==> src/shared/port_io_map.svh <==
// Offsets, reset values and field positions of the five-pin port.
// Assumes inclusion by bare name from the package and the design files.
`ifndef PORT_IO_MAP_SVH
`define PORT_IO_MAP_SVH

// Register indices; byte address is four times the index
`define IOP_DIR_INDEX          16'hFFCD
`define IOP_DATA_INDEX         16'hFFCF
`define IOP_INDEX_MSB          17
`define IOP_INDEX_LSB          2
`define IOP_ADDR_WIDTH         18

// Reset values and fixed read values
`define IOP_DIR_RESET_LOW      8'hF0
`define IOP_DIR_RESET_HIGH     8'hE0
`define IOP_DATA_RESET         8'hE0
`define IOP_DIR_READ_VALUE     8'hFF
`define IOP_RESERVED_ONES      3'h7

// Field layout
`define IOP_PIN_COUNT          5
`define IOP_CS_COUNT           4
`define IOP_IRQ_COUNT          4
`define IOP_MODE_WIDTH         3

// Mode boundaries
`define IOP_LAST_F0_MODE       3'h4
`define IOP_FIRST_SINGLE_MODE  3'h6

// Bus responses
`define IOP_RESP_OKAY          2'h0
`define IOP_RESP_DECERR        2'h3

`endif

==> src/shared/port_io_pkg.sv <==
// Types shared by the five-pin port design files.
// Assumes port_io_map.svh on the include path.
`include "port_io_map.svh"
`default_nettype none

package port_io_pkg;
    typedef logic [`IOP_PIN_COUNT-1:0]  pin_vec_type;
    typedef logic [`IOP_MODE_WIDTH-1:0] op_mode_type;
    typedef enum logic {
        pin_role_expanded,
        pin_role_single_chip
    } pin_role_type;
endpackage : port_io_pkg

`default_nettype wire

==> src/verilog/pin_sync.sv <==
// Two-stage synchroniser for levels that arrive from pins.
// Assumes one clock; the first stage feeds only the second.
`include "port_io_map.svh"
`default_nettype none

module pin_sync #(
    parameter int WIDTH = 1
) (
    // Clock
    input  wire logic             aclk,
    // Levels
    input  wire logic [WIDTH-1:0] async_in,
    output logic      [WIDTH-1:0] sync_out
);
    logic [WIDTH-1:0] stage_one;

    // No reset: the chain flushes within two edges of any reset
    always_ff @(posedge aclk) begin
        stage_one <= async_in;
        sync_out  <= stage_one;
    end
endmodule : pin_sync

`default_nettype wire

==> src/verilog/pin_mux.sv <==
// Per-pin function selection: generic output, chip select, refresh strobe.
// Assumes direction and latch from flip-flops on the same clock.
`include "port_io_map.svh"
`default_nettype none

module pin_mux (
    // Register state
    input  wire logic [`IOP_PIN_COUNT-1:0] dir,
    input  wire logic [`IOP_PIN_COUNT-1:0] latch,
    input  wire port_io_pkg::pin_role_type role,
    input  wire logic                      hw_standby,
    // Alternate sources
    input  wire logic [`IOP_CS_COUNT-1:0]  chip_select_n,
    input  wire logic                      refresh_strobe_n,
    input  wire logic                      refresh_output_enable,
    // Pins
    output logic      [`IOP_PIN_COUNT-1:0] pin_out,
    output logic      [`IOP_PIN_COUNT-1:0] pin_oe
);
    wire expanded = (role == port_io_pkg::pin_role_expanded);
    wire refresh_on = expanded & refresh_output_enable;

    genvar i;
    generate
        for (i = 1; i < `IOP_PIN_COUNT; i++) begin : g_cs_pin
            // Pin 4 carries select 0, pin 1 select 3
            assign pin_out[i] = expanded ? chip_select_n[`IOP_PIN_COUNT-1-i]
                                         : latch[i];
            assign pin_oe[i]  = dir[i] & ~hw_standby;
        end
    endgenerate

    assign pin_out[0] = refresh_on ? refresh_strobe_n : latch[0];
    assign pin_oe[0]  = (refresh_on | dir[0]) & ~hw_standby;
endmodule : pin_mux

`default_nettype wire

==> src/verilog/io_port_top.sv <==
// Five-pin bidirectional port with AXI4-Lite register access.
// Assumes pins arrive asynchronously; select and refresh inputs share aclk.
//
// Summary of operation
// - Five bidirectional pins 4..0, each with direction and latch bit.
// - Expanded modes: set direction makes pins 4..1 selects 0..3, pin 0 generic.
// - A cleared direction bit makes its pin an input in every mode, except pin 0 while it drives the refresh strobe.
// - Single-chip modes 6, 7: each pin generic output or input by its bit.
// - Pins 3..0 always feed external interrupt request inputs 3..0.
// - Direction register is write-only; reads return all ones.
// - Reset/hardware standby load direction F0 in modes 1-4, E0 in 5-7.
// - Software standby keeps direction and output state of output pins.
// - Output latch register holds the five pin bits, readable and writable.
// - Data read returns latch for output pins, live level for inputs.
// - Data bits 7..5 reserved: writes ignored, reads return one.
// - Reset/hardware standby load data register E0; software standby keeps it.
// - Expanded modes with refresh enabled: pin 0 drives the refresh strobe.
`include "port_io_map.svh"
`default_nettype none

module io_port_top (
    // Clock and reset
    input  wire logic                       aclk,
    input  wire logic                       aresetn,
    // Write address
    input  wire logic [`IOP_ADDR_WIDTH-1:0] awaddr,
    input  wire logic                       awvalid,
    output logic                            awready,
    // Write data
    input  wire logic [31:0]                wdata,
    input  wire logic [3:0]                 wstrb,
    input  wire logic                       wvalid,
    output logic                            wready,
    // Write response
    output logic      [1:0]                 bresp,
    output logic                            bvalid,
    input  wire logic                       bready,
    // Read address
    input  wire logic [`IOP_ADDR_WIDTH-1:0] araddr,
    input  wire logic                       arvalid,
    output logic                            arready,
    // Read data
    output logic      [31:0]                rdata,
    output logic      [1:0]                 rresp,
    output logic                            rvalid,
    input  wire logic                       rready,
    // Chip state
    input  wire logic [`IOP_MODE_WIDTH-1:0] op_mode,
    input  wire logic                       hw_standby_n,
    // Alternate functions
    input  wire logic [`IOP_CS_COUNT-1:0]   chip_select_n,
    input  wire logic                       refresh_strobe_n,
    input  wire logic                       refresh_output_enable,
    output logic      [`IOP_IRQ_COUNT-1:0]  external_interrupt_request_n,
    // Pins
    input  wire logic [`IOP_PIN_COUNT-1:0]  pin_in,
    output logic      [`IOP_PIN_COUNT-1:0]  pin_out,
    output logic      [`IOP_PIN_COUNT-1:0]  pin_oe
);
    localparam int SYNC_WIDTH = `IOP_PIN_COUNT + `IOP_MODE_WIDTH + 1;
    localparam logic [7:0] DATA_RESET = `IOP_DATA_RESET;

    function automatic port_io_pkg::pin_role_type role_of(
        input port_io_pkg::op_mode_type mode
    );
        role_of = (mode >= `IOP_FIRST_SINGLE_MODE) ? port_io_pkg::pin_role_single_chip
                                                   : port_io_pkg::pin_role_expanded;
    endfunction : role_of

    function automatic logic [7:0] dir_reset_of(input port_io_pkg::op_mode_type mode);
        dir_reset_of = (mode <= `IOP_LAST_F0_MODE) ? `IOP_DIR_RESET_LOW
                                                   : `IOP_DIR_RESET_HIGH;
    endfunction : dir_reset_of

    function automatic logic hits(input logic [`IOP_ADDR_WIDTH-1:0] addr,
                                  input logic [15:0]                index);
        hits = (addr[`IOP_INDEX_MSB:`IOP_INDEX_LSB] == index);
    endfunction : hits

    // Synchronised pin, mode and standby levels
    logic [SYNC_WIDTH-1:0]      sync_bus;
    port_io_pkg::pin_vec_type   pin_level;
    port_io_pkg::op_mode_type   mode_level;
    logic                       hw_standby_level_n;

    pin_sync #(
        .WIDTH (SYNC_WIDTH)
    ) u_pin_sync (
        .aclk     (aclk),
        .async_in ({hw_standby_n, op_mode, pin_in}),
        .sync_out (sync_bus)
    );

    assign pin_level          = sync_bus[`IOP_PIN_COUNT-1:0];
    assign mode_level         = sync_bus[SYNC_WIDTH-2:`IOP_PIN_COUNT];
    assign hw_standby_level_n = sync_bus[SYNC_WIDTH-1];

    wire hw_standby = ~hw_standby_level_n;
    wire init_req   = ~aresetn | hw_standby;
    port_io_pkg::pin_role_type role;
    assign role = role_of(mode_level);

    // Register state; only pin bits are stored
    port_io_pkg::pin_vec_type dir;
    port_io_pkg::pin_vec_type latch;

    // Write path: address and data taken together
    wire wr_fire     = awvalid & wvalid & ~bvalid;
    wire wr_dir_hit  = hits(awaddr, `IOP_DIR_INDEX);
    wire wr_data_hit = hits(awaddr, `IOP_DATA_INDEX);
    wire wr_lane0    = wstrb[0];
    wire wr_dir      = wr_fire & wr_dir_hit & wr_lane0 & ~hw_standby;
    wire wr_data     = wr_fire & wr_data_hit & wr_lane0 & ~hw_standby;

    assign awready = wr_fire;
    assign wready  = wr_fire;

    logic [7:0] dir_reset;
    assign dir_reset = dir_reset_of(mode_level);

    // Software standby issues no writes, so both registers simply hold
    always_ff @(posedge aclk) begin
        if (init_req) begin
            dir <= dir_reset[`IOP_PIN_COUNT-1:0];
        end else if (wr_dir) begin
            dir <= wdata[`IOP_PIN_COUNT-1:0];
        end
    end

    always_ff @(posedge aclk) begin
        if (init_req) begin
            // Reserved bits are not stored, so only the pin bits load
            latch <= DATA_RESET[`IOP_PIN_COUNT-1:0];
        end else if (wr_data) begin
            latch <= wdata[`IOP_PIN_COUNT-1:0];
        end
    end

    always_ff @(posedge aclk) begin
        if (!aresetn) begin
            bvalid <= 1'b0;
            bresp  <= `IOP_RESP_OKAY;
        end else if (wr_fire) begin
            bvalid <= 1'b1;
            bresp  <= (wr_dir_hit | wr_data_hit) ? `IOP_RESP_OKAY : `IOP_RESP_DECERR;
        end else if (bready) begin
            bvalid <= 1'b0;
        end
    end

    // Read path
    wire rd_fire     = arvalid & ~rvalid;
    wire rd_dir_hit  = hits(araddr, `IOP_DIR_INDEX);
    wire rd_data_hit = hits(araddr, `IOP_DATA_INDEX);

    assign arready = ~rvalid;

    port_io_pkg::pin_vec_type port_view;
    assign port_view = (dir & latch) | (~dir & pin_level);

    wire [7:0] data_word = {`IOP_RESERVED_ONES, port_view};
    wire [7:0] read_byte = rd_dir_hit  ? `IOP_DIR_READ_VALUE :
                           rd_data_hit ? data_word : 8'h00;

    always_ff @(posedge aclk) begin
        if (!aresetn) begin
            rvalid <= 1'b0;
            rdata  <= 32'h00000000;
            rresp  <= `IOP_RESP_OKAY;
        end else if (rd_fire) begin
            rvalid <= 1'b1;
            rdata  <= {24'h000000, read_byte};
            rresp  <= (rd_dir_hit | rd_data_hit) ? `IOP_RESP_OKAY : `IOP_RESP_DECERR;
        end else if (rready) begin
            rvalid <= 1'b0;
        end
    end

    // Pin drive
    pin_mux u_pin_mux (
        .dir                   (dir),
        .latch                 (latch),
        .role                  (role),
        .hw_standby            (hw_standby),
        .chip_select_n         (chip_select_n),
        .refresh_strobe_n      (refresh_strobe_n),
        .refresh_output_enable (refresh_output_enable),
        .pin_out               (pin_out),
        .pin_oe                (pin_oe)
    );

    // Interrupt requests see the pin whatever its direction
    assign external_interrupt_request_n = pin_level[`IOP_IRQ_COUNT-1:0];

    wire single_chip = (role == port_io_pkg::pin_role_single_chip);
endmodule : io_port_top

`default_nettype wire

==> config.mk <==
export PLATFORM = sky130hd
export DESIGN_NAME = io_port_top
export DESIGN_NICKNAME = d
export VERILOG_FILES = /design/src/shared/port_io_pkg.sv /design/src/verilog/pin_sync.sv /design/src/verilog/pin_mux.sv /design/src/verilog/io_port_top.sv
export VERILOG_INCLUDE_DIRS = /design/src /design/src/shared
export SDC_FILE = /design/constraint.sdc
export NUM_CORES = 1
export LEC_CHECK = 0
export BUFFER_PORTS_ARGS = -buffer_cell sky130_fd_sc_hd__buf_2
export CELL_PAD_IN_SITES_DETAIL_PLACEMENT = 1
export CELL_PAD_IN_SITES_GLOBAL_PLACEMENT = 1
export CORE_AREA = 5 5 84 94
export DETAILED_ROUTE_END_ITERATION = 10
export DIE_AREA = 0 0 89 99
export PLACE_DENSITY = 0.83
export SYNTH_ARGS = -nofsm -noshare
export SYNTH_HDL_FRONTEND = slang
export SYNTH_SLANG_ARGS = --single-unit
export TNS_END_PERCENT = 10
==> constraint.sdc <==
create_clock -name aclk -period 2.15 [get_ports aclk]
set_clock_uncertainty 0.15 [all_clocks]
set_input_delay 0.3225 -clock aclk [delete_from_list [all_inputs] [get_ports aclk]]
set_output_delay 0.3225 -clock aclk [all_outputs]
set_load 0.005 [all_outputs]
==> summary.md, run 1 <==
| Metric | Value |
|---|---|
| Clock transition at the registers of the reported paths | `0.07 ns` |
| Ys Warns | `0` |
| Main combinational cell family by area after synthesis | `simple AND/OR/NAND/NOR gates` |
| Vias in the first global route | `roughly 1400` |
| Die Ht | `99 µm` |
| Drt wl/cell | `roughly 13 µm` |
| Worst Hold Class | `in -> reg` |
| CORE AREA | `~6800 µm²` |
| Number of buffers created by CTS | `5` |
| WP data arrival | `1.42 ns` |
| ANT cells | `0` |
| Max Fclk | `around 530 MHz` |
| Cell Area, Synth | `about 1700 µm²` |
| Adder-cell share of the synthesized area | `0` |
| Die width | `89 µm` |
| Pwr dens | `691.2 nW/µm²` |
| Drt pass-1 iters | `4` |
| Global Route Usage Sum | `0.1001` |
| Mapped Cells | `155` |
| Maximum VDD drop | `between 0.2 and 0.3 mV` |
| Root buffer cell | `clkbuf_8` |
| Clock buffer depth | `2` |
| Yosys reg bits | `38` |
| Hold path depth | `3` |
| Via count | `1343` |
| Area Growth Syn to Fin | `36.22%` |
| Layout cell share with drive strength beyond 1 | `0.4643` |
| R2r startpoint | `u_pin_sync.sync_out[8]` |
| FILL cells | `around 800` |
| CP Launch Type | `flop` |
| Post-DRT Antenna Nets | `0` |
| Setup_tns | `0 ns` |
| H-tree depth | `2` |
| Total power | `between 1500 and 2000 µW` |
| DPL Wire Length | `between 3000 and 4000 µm` |
| Mux contribution to synthesized area | `0.1047` |
| Hold Path Sink | `latch[4]` |
| Crit Path Category | `reg -> out` |
| Sequential area share after synthesis | `0.4880` |
| Status | `finished, final reports clean` |
| Placer Congestion | `0.6661` |
| Simple-Gate Fraction of Synth Area | `0.1852` |
| Final wirelength | `4445 µm` |
| Syn Area/Cell | `~11 µm²` |
| Worst slack at placement | `0.2804 ns` |
| Worst setup margin | `0.2565 ns` |
| Hold wc startpoint | `wdata[4]` |
| Placed insts | `320` |
| CTS tree | `done` |
| First-pass GRT wire length | `~6700 µm` |
| CTS sink count | `38` |
| Commonest non-fill, non-tap cell in the layout | `buf_2` |
| Final Hold Vio Count | `0` |
| Post-route clock period utilization | `0.8807` |
| FF-to-FF setup slack | `0.64 ns` |
| Slew Limit Fails | `0` |
| Pleak | `between 0.001 and 0.0015 µW` |
| Final setup viols | `0` |
| Initial antenna violation count | `0` |
| Required time of the critical path | `1.68 ns` |
| Post-route DRC | `0` |
| Nets | `around 350` |
| Initial core utilization | `0.2427` |
| Post-Synth XOR/XNOR Area | `0` |
| RR Endpoint | `dir[4]` |
| Post-DP Area | `2064 µm²` |
| IO Pins | `149` |
| Violation count after the first detailed-route iteration | `55` |
| Post-route cell area | `2263 µm²` |
| PortBufs | `90` |
| Crit path max fanout | `6` |
| Most frequent cells in the layout | `buf_2 (90), dfxtp_1 (33), conb_1 (24), nand2_1 (20), mux2_2 (11)` |
| Vias per std cell | `3.985` |
| Die area | `8811 µm²` |
| Worst R2R Path Depth | `2` |
| Number of cell rows | `32` |
| Post-layout min period | `1.893 ns` |
| Largest net degree at the start of global routing | `13` |
| Clock Latency Late Sink | `~0.28 ns` |
| Unrepaired setup endpoints after global routing | `no` |
| Fin cells | `337` |
| GRT overflow | `0` |
| Compound-gate portion of the synthesized area | `0.05497` |
| Yosys cell types | `28` |
| Crit end category | `output port` |
| Setup bufs post-CTS | `0` |
| Max cap viols | `0` |
-- cell usage after synthesis, drive strengths merged --
master	instances	area, µm²
nand3	2	10.01
mux2i	5	50.05
o21ai	3	15.01
nor2	6	30.03
nand4	5	61.31
conb	1	3.750
and2	5	31.28
a21oi	2	10.01
nand4b	1	8.760
nand2	20	75.07
o211a	2	20.02
nor2b	3	18.77
buf	33	247.7
edfxtp	5	150.1
inv	5	18.77
nand4bb	2	38.79
o21a	1	7.510
mux2	11	123.9
a21boi	1	7.510
o22ai	5	31.28
dfxtp	33	660.6
clkbuf	2	7.510
nor4	2	33.78
-- metal layers --
metal,track usage,wire length (µm),up-vias
met4,0.02749,21,0
met2,0.1794,2444,57
met3,0.03428,383,2
met5,0,0,-
met1,0.1103,1596,625
li1,-,-,659
-- worst max-delay path by stage --
stage,end,from
after detailed placement,dir[0],awaddr[6]
final,pin_out[0],u_pin_sync.sync_out[6]
after global placement,dir[3],awaddr[6]
after floorplan,dir[0],awaddr[6]
after global routing,pin_out[0],u_pin_sync.sync_out[6]
after CTS,pin_out[0],u_pin_sync.sync_out[7]
-- cells by family (layout without fill, tap and decap cells) --
family	after synthesis	after routing
compound gates	14	14
flops	38	38
mux	16	16
simple gates	46	46
buf+inv	40	114
other cells	1	24
-- power breakdown --
part           internal, µW  total, µW  switching, µW
logic                   112        203           91.2
clock network           341        585            243
registers               758        777           18.8
total                  1210       1560            353
-- sequential cells by signal, indices dropped and copies added, names as in the netlist --
name / cells
latch: 5
rdata: 6
u_pin_sync.stage_one: 9
bresp: 1
bvalid: 1
rresp: 1
dir: 5
u_pin_sync.sync_out: 9
rvalid: 1
-- what timing repair did --
item                      CTS  global route
hold buffers                9             0
resized for setup           0             0
hold endpoints to repair    9             0
-- worst max-delay path: stages, from the launching register on --
cell,delay [ns]
dfxtp_1,0.33
nand2_1,0.21
nand2_1,0.14
mux2_2,0.33
buf_2,0.12
-- area by class of cell --
class                      instances  area (µm²)  area share
clock buffer                       5       68.82     0.03040
clock inverter                     3       40.04     0.01769
inverter                           5       18.77    0.008292
multi-input combinational        100       663.1      0.2930
sequential                        38       810.8      0.3582
tap                               85       106.4     0.04699
timing repair buffer             101       555.5      0.2454
-- metrics by stage --
step                      hold slack, ns    util
after floorplan                   0.1596       -
after global placement            0.1612  0.3015
after detailed placement          0.1635  0.3015
after CTS                         0.1339  0.3306
after global routing              0.1459  0.3306
final                             0.1433  0.3306
Power figures use the tool's default switching activity.
==> run 2: changes to the inputs <==
--- a/config.mk
+++ b/config.mk
@@ -7,12 +7,10 @@
 export NUM_CORES = 1
 export LEC_CHECK = 0
 export BUFFER_PORTS_ARGS = -buffer_cell sky130_fd_sc_hd__buf_2
-export CELL_PAD_IN_SITES_DETAIL_PLACEMENT = 1
-export CELL_PAD_IN_SITES_GLOBAL_PLACEMENT = 1
-export CORE_AREA = 5 5 84 94
+export CORE_AREA = 5 5 70 79
 export DETAILED_ROUTE_END_ITERATION = 10
-export DIE_AREA = 0 0 89 99
-export PLACE_DENSITY = 0.83
+export DIE_AREA = 0 0 75 84
+export PLACE_DENSITY = 0.84
 export SYNTH_ARGS = -nofsm -noshare
 export SYNTH_HDL_FRONTEND = slang
 export SYNTH_SLANG_ARGS = --single-unit
==> run 2 against run 1 <==
Against the previous run: critical path type unchanged; largest cell class unchanged; critical endpoint unchanged; first-iteration DRC count shrank 80%; utilization grew 13 points; non-clock buffer count is the same.
==> summary.md, run 2 (synthesized netlist as in run 1, its figures left out) <==
| Metric | Value |
|---|---|
| Post-DP Area | `2031 µm² (-1.6%)` |
| CP Launch Type | `flop` |
| Violation count after the first detailed-route iteration | `11 (-80%)` |
| Post-route DRC | `0 (unchanged)` |
| Final wirelength | `3739 µm (-16%)` |
| Max Fclk | `533.7 MHz (+1.1%)` |
| Vias in the first global route | `1336 (-6.5%)` |
| Clock Latency Late Sink | `0.28 ns (about the same)` |
| Nets | `345 (unchanged)` |
| Max cap viols | `0 (unchanged)` |
| CTS sink count | `38 (unchanged)` |
| IO Pins | `149 (unchanged)` |
| Largest net degree at the start of global routing | `12 (-1)` |
| Maximum VDD drop | `0.3971 mV (+52%)` |
| Post-route clock period utilization | `0.8715 (-0.009218)` |
| FILL cells | `465 (-43%)` |
| Die area | `6300 µm² (-28%)` |
| Number of cell rows | `27 (-16%)` |
| Post-layout min period | `1.874 ns (-0.01982 ns)` |
| H-tree depth | `2 (unchanged)` |
| Status | `finished, final reports clean` |
| Initial core utilization | `0.3488 (+0.1061)` |
| CP peak stage delay | `0.33 ns (about the same)` |
| Crit-path most repeated cell | `nand2_1` |
| Hold Slack | `0.1305 ns (-0.01278 ns)` |
| Pleak | `0.001148 µW (-0.84%)` |
| Total power | `1466 µW (-6.3%)` |
| Die Ht | `84 µm (-15%)` |
| CORE AREA | `4763 µm² (-30%)` |
| Area Growth Syn to Fin | `33.13%` |
| WP data arrival | `1.40 ns (-0.02 ns)` |
| Crit end category | `output port` |
| Global Route Usage Sum | `0.1228 (+0.02271)` |
| Crit Path Category | `reg -> out` |
| Required time of the critical path | `1.68 ns (about the same)` |
| Drt wl/cell | `12.06 µm (-8.6%)` |
| Die width | `75 µm (-16%)` |
| Final setup viols | `0 (unchanged)` |
| Clock transition at the registers of the reported paths | `0.07 ns (about the same)` |
| PortBufs | `90 (unchanged)` |
| Slew Limit Fails | `0 (unchanged)` |
| Root buffer cell | `clkbuf_8` |
| DPL Wire Length | `3146 µm (-17%)` |
| FF-to-FF setup slack | `0.67 ns (+0.03 ns)` |
| Worst setup margin | `0.2764 ns (+0.01982 ns)` |
| Worst Hold Class | `in -> reg` |
| ANT cells | `0 (unchanged)` |
| Clock buffer depth | `2 (unchanged)` |
| Setup_tns | `0 ns (unchanged)` |
| Commonest non-fill, non-tap cell in the layout | `buf_2` |
| Worst slack at placement | `0.2337 ns (-0.04675 ns)` |
| Final Hold Vio Count | `0 (unchanged)` |
| Via count | `1292 (-3.8%)` |
| Biggest regs | `u_pin_sync.stage_one (9), u_pin_sync.sync_out (9), rdata (6)` |
| Slowest CP cell | `dfxtp_1` |
| GRT overflow | `0 (unchanged)` |
| Vias per std cell | `4.168 (+4.6%)` |
| First-pass GRT wire length | `5906 µm (-12%)` |
| Post-DRT Antenna Nets | `0 (unchanged)` |
| Pwr dens | `662.7 nW/µm² (-4.1%)` |
| Layout cell share with drive strength beyond 1 | `0.4603 (-0.003968)` |
| Unrepaired setup endpoints after global routing | `no` |
| Placer Congestion | `0.7072 (+6.2%)` |
| Drt pass-1 iters | `4 (unchanged)` |
| Number of buffers created by CTS | `5 (unchanged)` |
| Initial antenna violation count | `0 (unchanged)` |
| CTS tree | `done` |
| Critical path cell sequence | `nand2_1 > nand2_1 > mux2_2 > buf_2` |
| Post-route cell area | `2212 µm² (-2.3%)` |
| Crit path max fanout | `6 (unchanged)` |
| Most frequent cells in the layout | `buf_2 (90), dfxtp_1 (33), conb_1 (24), nand2_1 (20), mux2_2 (11)` |
-- run 2: cell count changes in the layout (fill, tap and decap cells not counted) --
| cell | change |
|---|---|
| bufinv_16 | -1 |
| clkbuf_1 | +1 |
| clkbuf_8 | +1 |
| clkinv_2 | -1 |
-- run 2: path summary, 6_finish.rpt --
kind                                               from                     end  depth (start not counted)
worst max register to register   u_pin_sync.sync_out[8]                  dir[4]                          2
worst min-delay path                            arvalid                  rvalid                          2
worst max-delay path             u_pin_sync.sync_out[6]              pin_out[0]                          4
worst min register to register  u_pin_sync.stage_one[7]  u_pin_sync.sync_out[7]                          0
-- run 2: per-stage QoR --
stage               instances    util
finish                    310  0.4644
global route              310  0.4644
CTS                       310  0.4644
detailed placement        293  0.4263
global placement          293  0.4263
floorplan                 178       -
-- run 2: what timing repair did --
item                                   CTS  global route
buffers inserted                         0             0
hold buffers                             9             0
endpoints found under the hold margin    9             0
gates resized for setup                  0             0
-- run 2: final cells by class --
type,count,area [µm²],area share
Clock buffer,7,86.33,0.03903
Inverter,5,18.77,0.008484
Sequential cell,38,810.8,0.3665
Multi-Input combinational cell,100,663.1,0.2998
Clock inverter,1,5.005,0.002262
Tap cell,58,72.57,0.03281
Timing Repair Buffer,101,555.5,0.2511
-- run 2: critical path: cells and delay by family, from the launching register on --
kind	cells	cell delay, ns
buffers and inverters	1	0.12
AND/OR/NAND/NOR	2	0.34
flip-flops	1	0.33
multiplexers	1	0.33
-- run 2: power breakdown --
group	switching [µW]	internal, µW	total, µW
registers	18.2	758	776
logic	87.8	112	200
clock network	232	258	490
-- run 2: routing by layer --
layer | vias up | track usage | routed length (µm)
met5 | - | 0 | 0
met4 | 0 | 0.03883 | 57
met3 | 4 | 0.04458 | 385
met2 | 64 | 0.2219 | 1972
met1 | 563 | 0.1267 | 1324
li1 | 661 | - | -
==> run 3: changes to the inputs <==
--- a/config.mk
+++ b/config.mk
@@ -6,7 +6,7 @@
 export SDC_FILE = /design/constraint.sdc
 export NUM_CORES = 1
 export LEC_CHECK = 0
-export BUFFER_PORTS_ARGS = -buffer_cell sky130_fd_sc_hd__buf_2
+export BUFFER_PORTS_ARGS = -buffer_cell sky130_fd_sc_hd__clkbuf_2
 export CORE_AREA = 5 5 70 79
 export DETAILED_ROUTE_END_ITERATION = 10
 export DIE_AREA = 0 0 75 84
==> run 3 against run 2 <==
Against the previous run: non-clock buffer count is the same; setup slack gained 0.019 ns; final cell count is the same; routed wire length grew 2.5%; global-route usage grew 0.11 points; hold slack lost 0.0071 ns; cell area is essentially flat; critical path type unchanged; highest routed layer unchanged.
==> summary.md, run 3 (synthesized netlist as in run 1, its figures left out) <==
| Metric | Value |
|---|---|
| Via count | `1314 (+1.7%)` |
| CTS sink count | `38 (unchanged)` |
| Fin cells | `310 (unchanged)` |
| Biggest regs | `u_pin_sync.stage_one (9), u_pin_sync.sync_out (9), rdata (6)` |
| Max Fclk | `539.2 MHz (+1.0%)` |
| Pleak | `0.001147 µW (about the same)` |
| Status | `finished, final reports clean` |
| Critical path cell sequence | `nand2_1 > nand2_1 > mux2_2 > clkbuf_2` |
| Clock transition at the registers of the reported paths | `0.06 ns (about the same)` |
| Area Growth Syn to Fin | `33.06% (about the same)` |
| Die area | `6300 µm² (unchanged)` |
| CTS tree | `done` |
| CP Launch Type | `flop` |
| Required time of the critical path | `1.68 ns (about the same)` |
| Root buffer cell | `clkbuf_8` |
| Reg area | `810.8 µm² (unchanged)` |
| Hold path depth | `3 (+1)` |
| Post-route clock period utilization | `0.8625 (-0.008918)` |
| Vias per std cell | `4.239 (+1.7%)` |
| Die Ht | `84 µm (unchanged)` |
| Global Route Usage Sum | `0.1239 (+0.001081)` |
| Post-layout min period | `1.854 ns (-0.01917 ns)` |
| Violation count after the first detailed-route iteration | `20 (+9)` |
| H-tree depth | `2 (unchanged)` |
| CP peak stage delay | `0.33 ns (about the same)` |
| Final Hold Vio Count | `0 (unchanged)` |
| Initial antenna violation count | `0 (unchanged)` |
| Final core occ | `0.4641 (about the same)` |
| Crit Path Category | `reg -> out` |
| ANT cells | `0 (unchanged)` |
| Number of buffers created by CTS | `5 (unchanged)` |
| CORE AREA | `4763 µm² (unchanged)` |
| Largest net degree at the start of global routing | `12 (unchanged)` |
| Drt wl/cell | `12.36 µm (+2.5%)` |
| FILL cells | `497 (+6.9%)` |
| Unrepaired setup endpoints after global routing | `no` |
| Multi-input gate area in the final layout | `663.1 µm² (unchanged)` |
| Number of cell rows | `27 (unchanged)` |
| Vias in the first global route | `1347 (+0.82%)` |
| Slowest CP cell | `dfxtp_1` |
| Hold Slack | `0.1234 ns (-0.007137 ns)` |
| Die width | `75 µm (unchanged)` |
| WP data arrival | `1.38 ns (-0.02 ns)` |
| Crit path max fanout | `6 (unchanged)` |
| Most frequent cells in the layout | `clkbuf_2 (90), dfxtp_1 (33), conb_1 (24), nand2_1 (20), mux2_2 (11)` |
| Worst R2R Path Depth | `2 (unchanged)` |
| FF-to-FF setup slack | `0.67 ns (about the same)` |
| Post-route DRC | `0 (unchanged)` |
| Post-CTS Resized | `0 (unchanged)` |
| Crit end category | `output port` |
| Cell family with most CP delay | `flip-flops` |
| Clock Latency Late Sink | `0.28 ns (about the same)` |
| Max cap viols | `0 (unchanged)` |
| Layout cell share with drive strength beyond 1 | `0.4563 (-0.003968)` |
| GRT overflow | `0 (unchanged)` |
| Nets | `345 (unchanged)` |
| Worst Hold Class | `in -> reg` |
| Crit-path most repeated cell | `nand2_1` |
| Initial core utilization | `0.3488 (unchanged)` |
| Clock buffer depth | `2 (unchanged)` |
| Pwr dens | `663.0 nW/µm² (about the same)` |
| Placer Congestion | `0.7066 (about the same)` |
| Bufs and invs on worst path | `1 (unchanged)` |
| Crit path depth | `4 (unchanged)` |
| First-pass GRT wire length | `5885 µm (-0.36%)` |
| Slew Limit Fails | `0 (unchanged)` |
| Post-DRT Antenna Nets | `0 (unchanged)` |
| Final wirelength | `3831 µm (+2.5%)` |
| IO Pins | `149 (unchanged)` |
| Setup_tns | `0 ns (unchanged)` |
| Final setup viols | `0 (unchanged)` |
| Drt pass-1 iters | `4 (unchanged)` |
| Commonest non-fill, non-tap cell in the layout | `clkbuf_2` |
| Maximum VDD drop | `0.3721 mV (-6.3%)` |
| Placed insts | `293 (unchanged)` |
| PortBufs | `90 (unchanged)` |
| DPL Wire Length | `3253 µm (+3.4%)` |
## run 3: repair_timing
action                    in CTS  in global routing
hold buffers                   9                  0
setup buffers                  0                  0
hold endpoints to repair       9                  0
## run 3: worst min-delay path, delay by kind of cell
kind / cells / cell delay (ns)
AND/OR/NAND/NOR: 1 / 0.05
multiplexers: 1 / 0.05
buffers and inverters: 1 / 0.09
## run 3: report_power, final
part,switching (µW),internal (µW),leakage [µW]
sequential,18.9,758,0.000327
clock,226,261,0.0000455
combinational,89.3,112,0.000774
total,334,1130,0.00115
## run 3: per-layer routing
metal	GRT usage	share of wire	vias up	wire length [µm]
met2	0.2274	0.53	70	2043
met3	0.04217	0.093	7	356
met1	0.1189	0.35	575	1351
li1	-	-	662	-
met4	0.05502	0.021	0	80
met5	0	0	-	0
## run 3: metrics by stage
step	setup WS (ns)	instance area, µm²	total power [µW]
after floorplan	0.5187	1748	913.1
after global placement	0.2820	2031	976.9
after detailed placement	0.2493	2031	984.3
after CTS	0.2431	2211	1487
after global routing	0.2390	2211	1544
final	0.2955	2211	1466
## run 3: worst paths after layout
kind	start	to
setup / recovery	u_pin_sync.sync_out[6]	pin_out[0]
hold / removal	wdata[4]	latch[4]
hold reg to reg	u_pin_sync.stage_one[8]	u_pin_sync.sync_out[8]
setup reg to reg	u_pin_sync.sync_out[8]	dir[4]
## run 3: layout make-up
cell class / count / area share
repair buffers: 101 / 0.2513
flip-flops and latches: 38 / 0.3667
well taps: 58 / 0.03282
multi-input cells: 100 / 0.2999
inverters: 5 / 0.008489
clock buffers: 8 / 0.04075
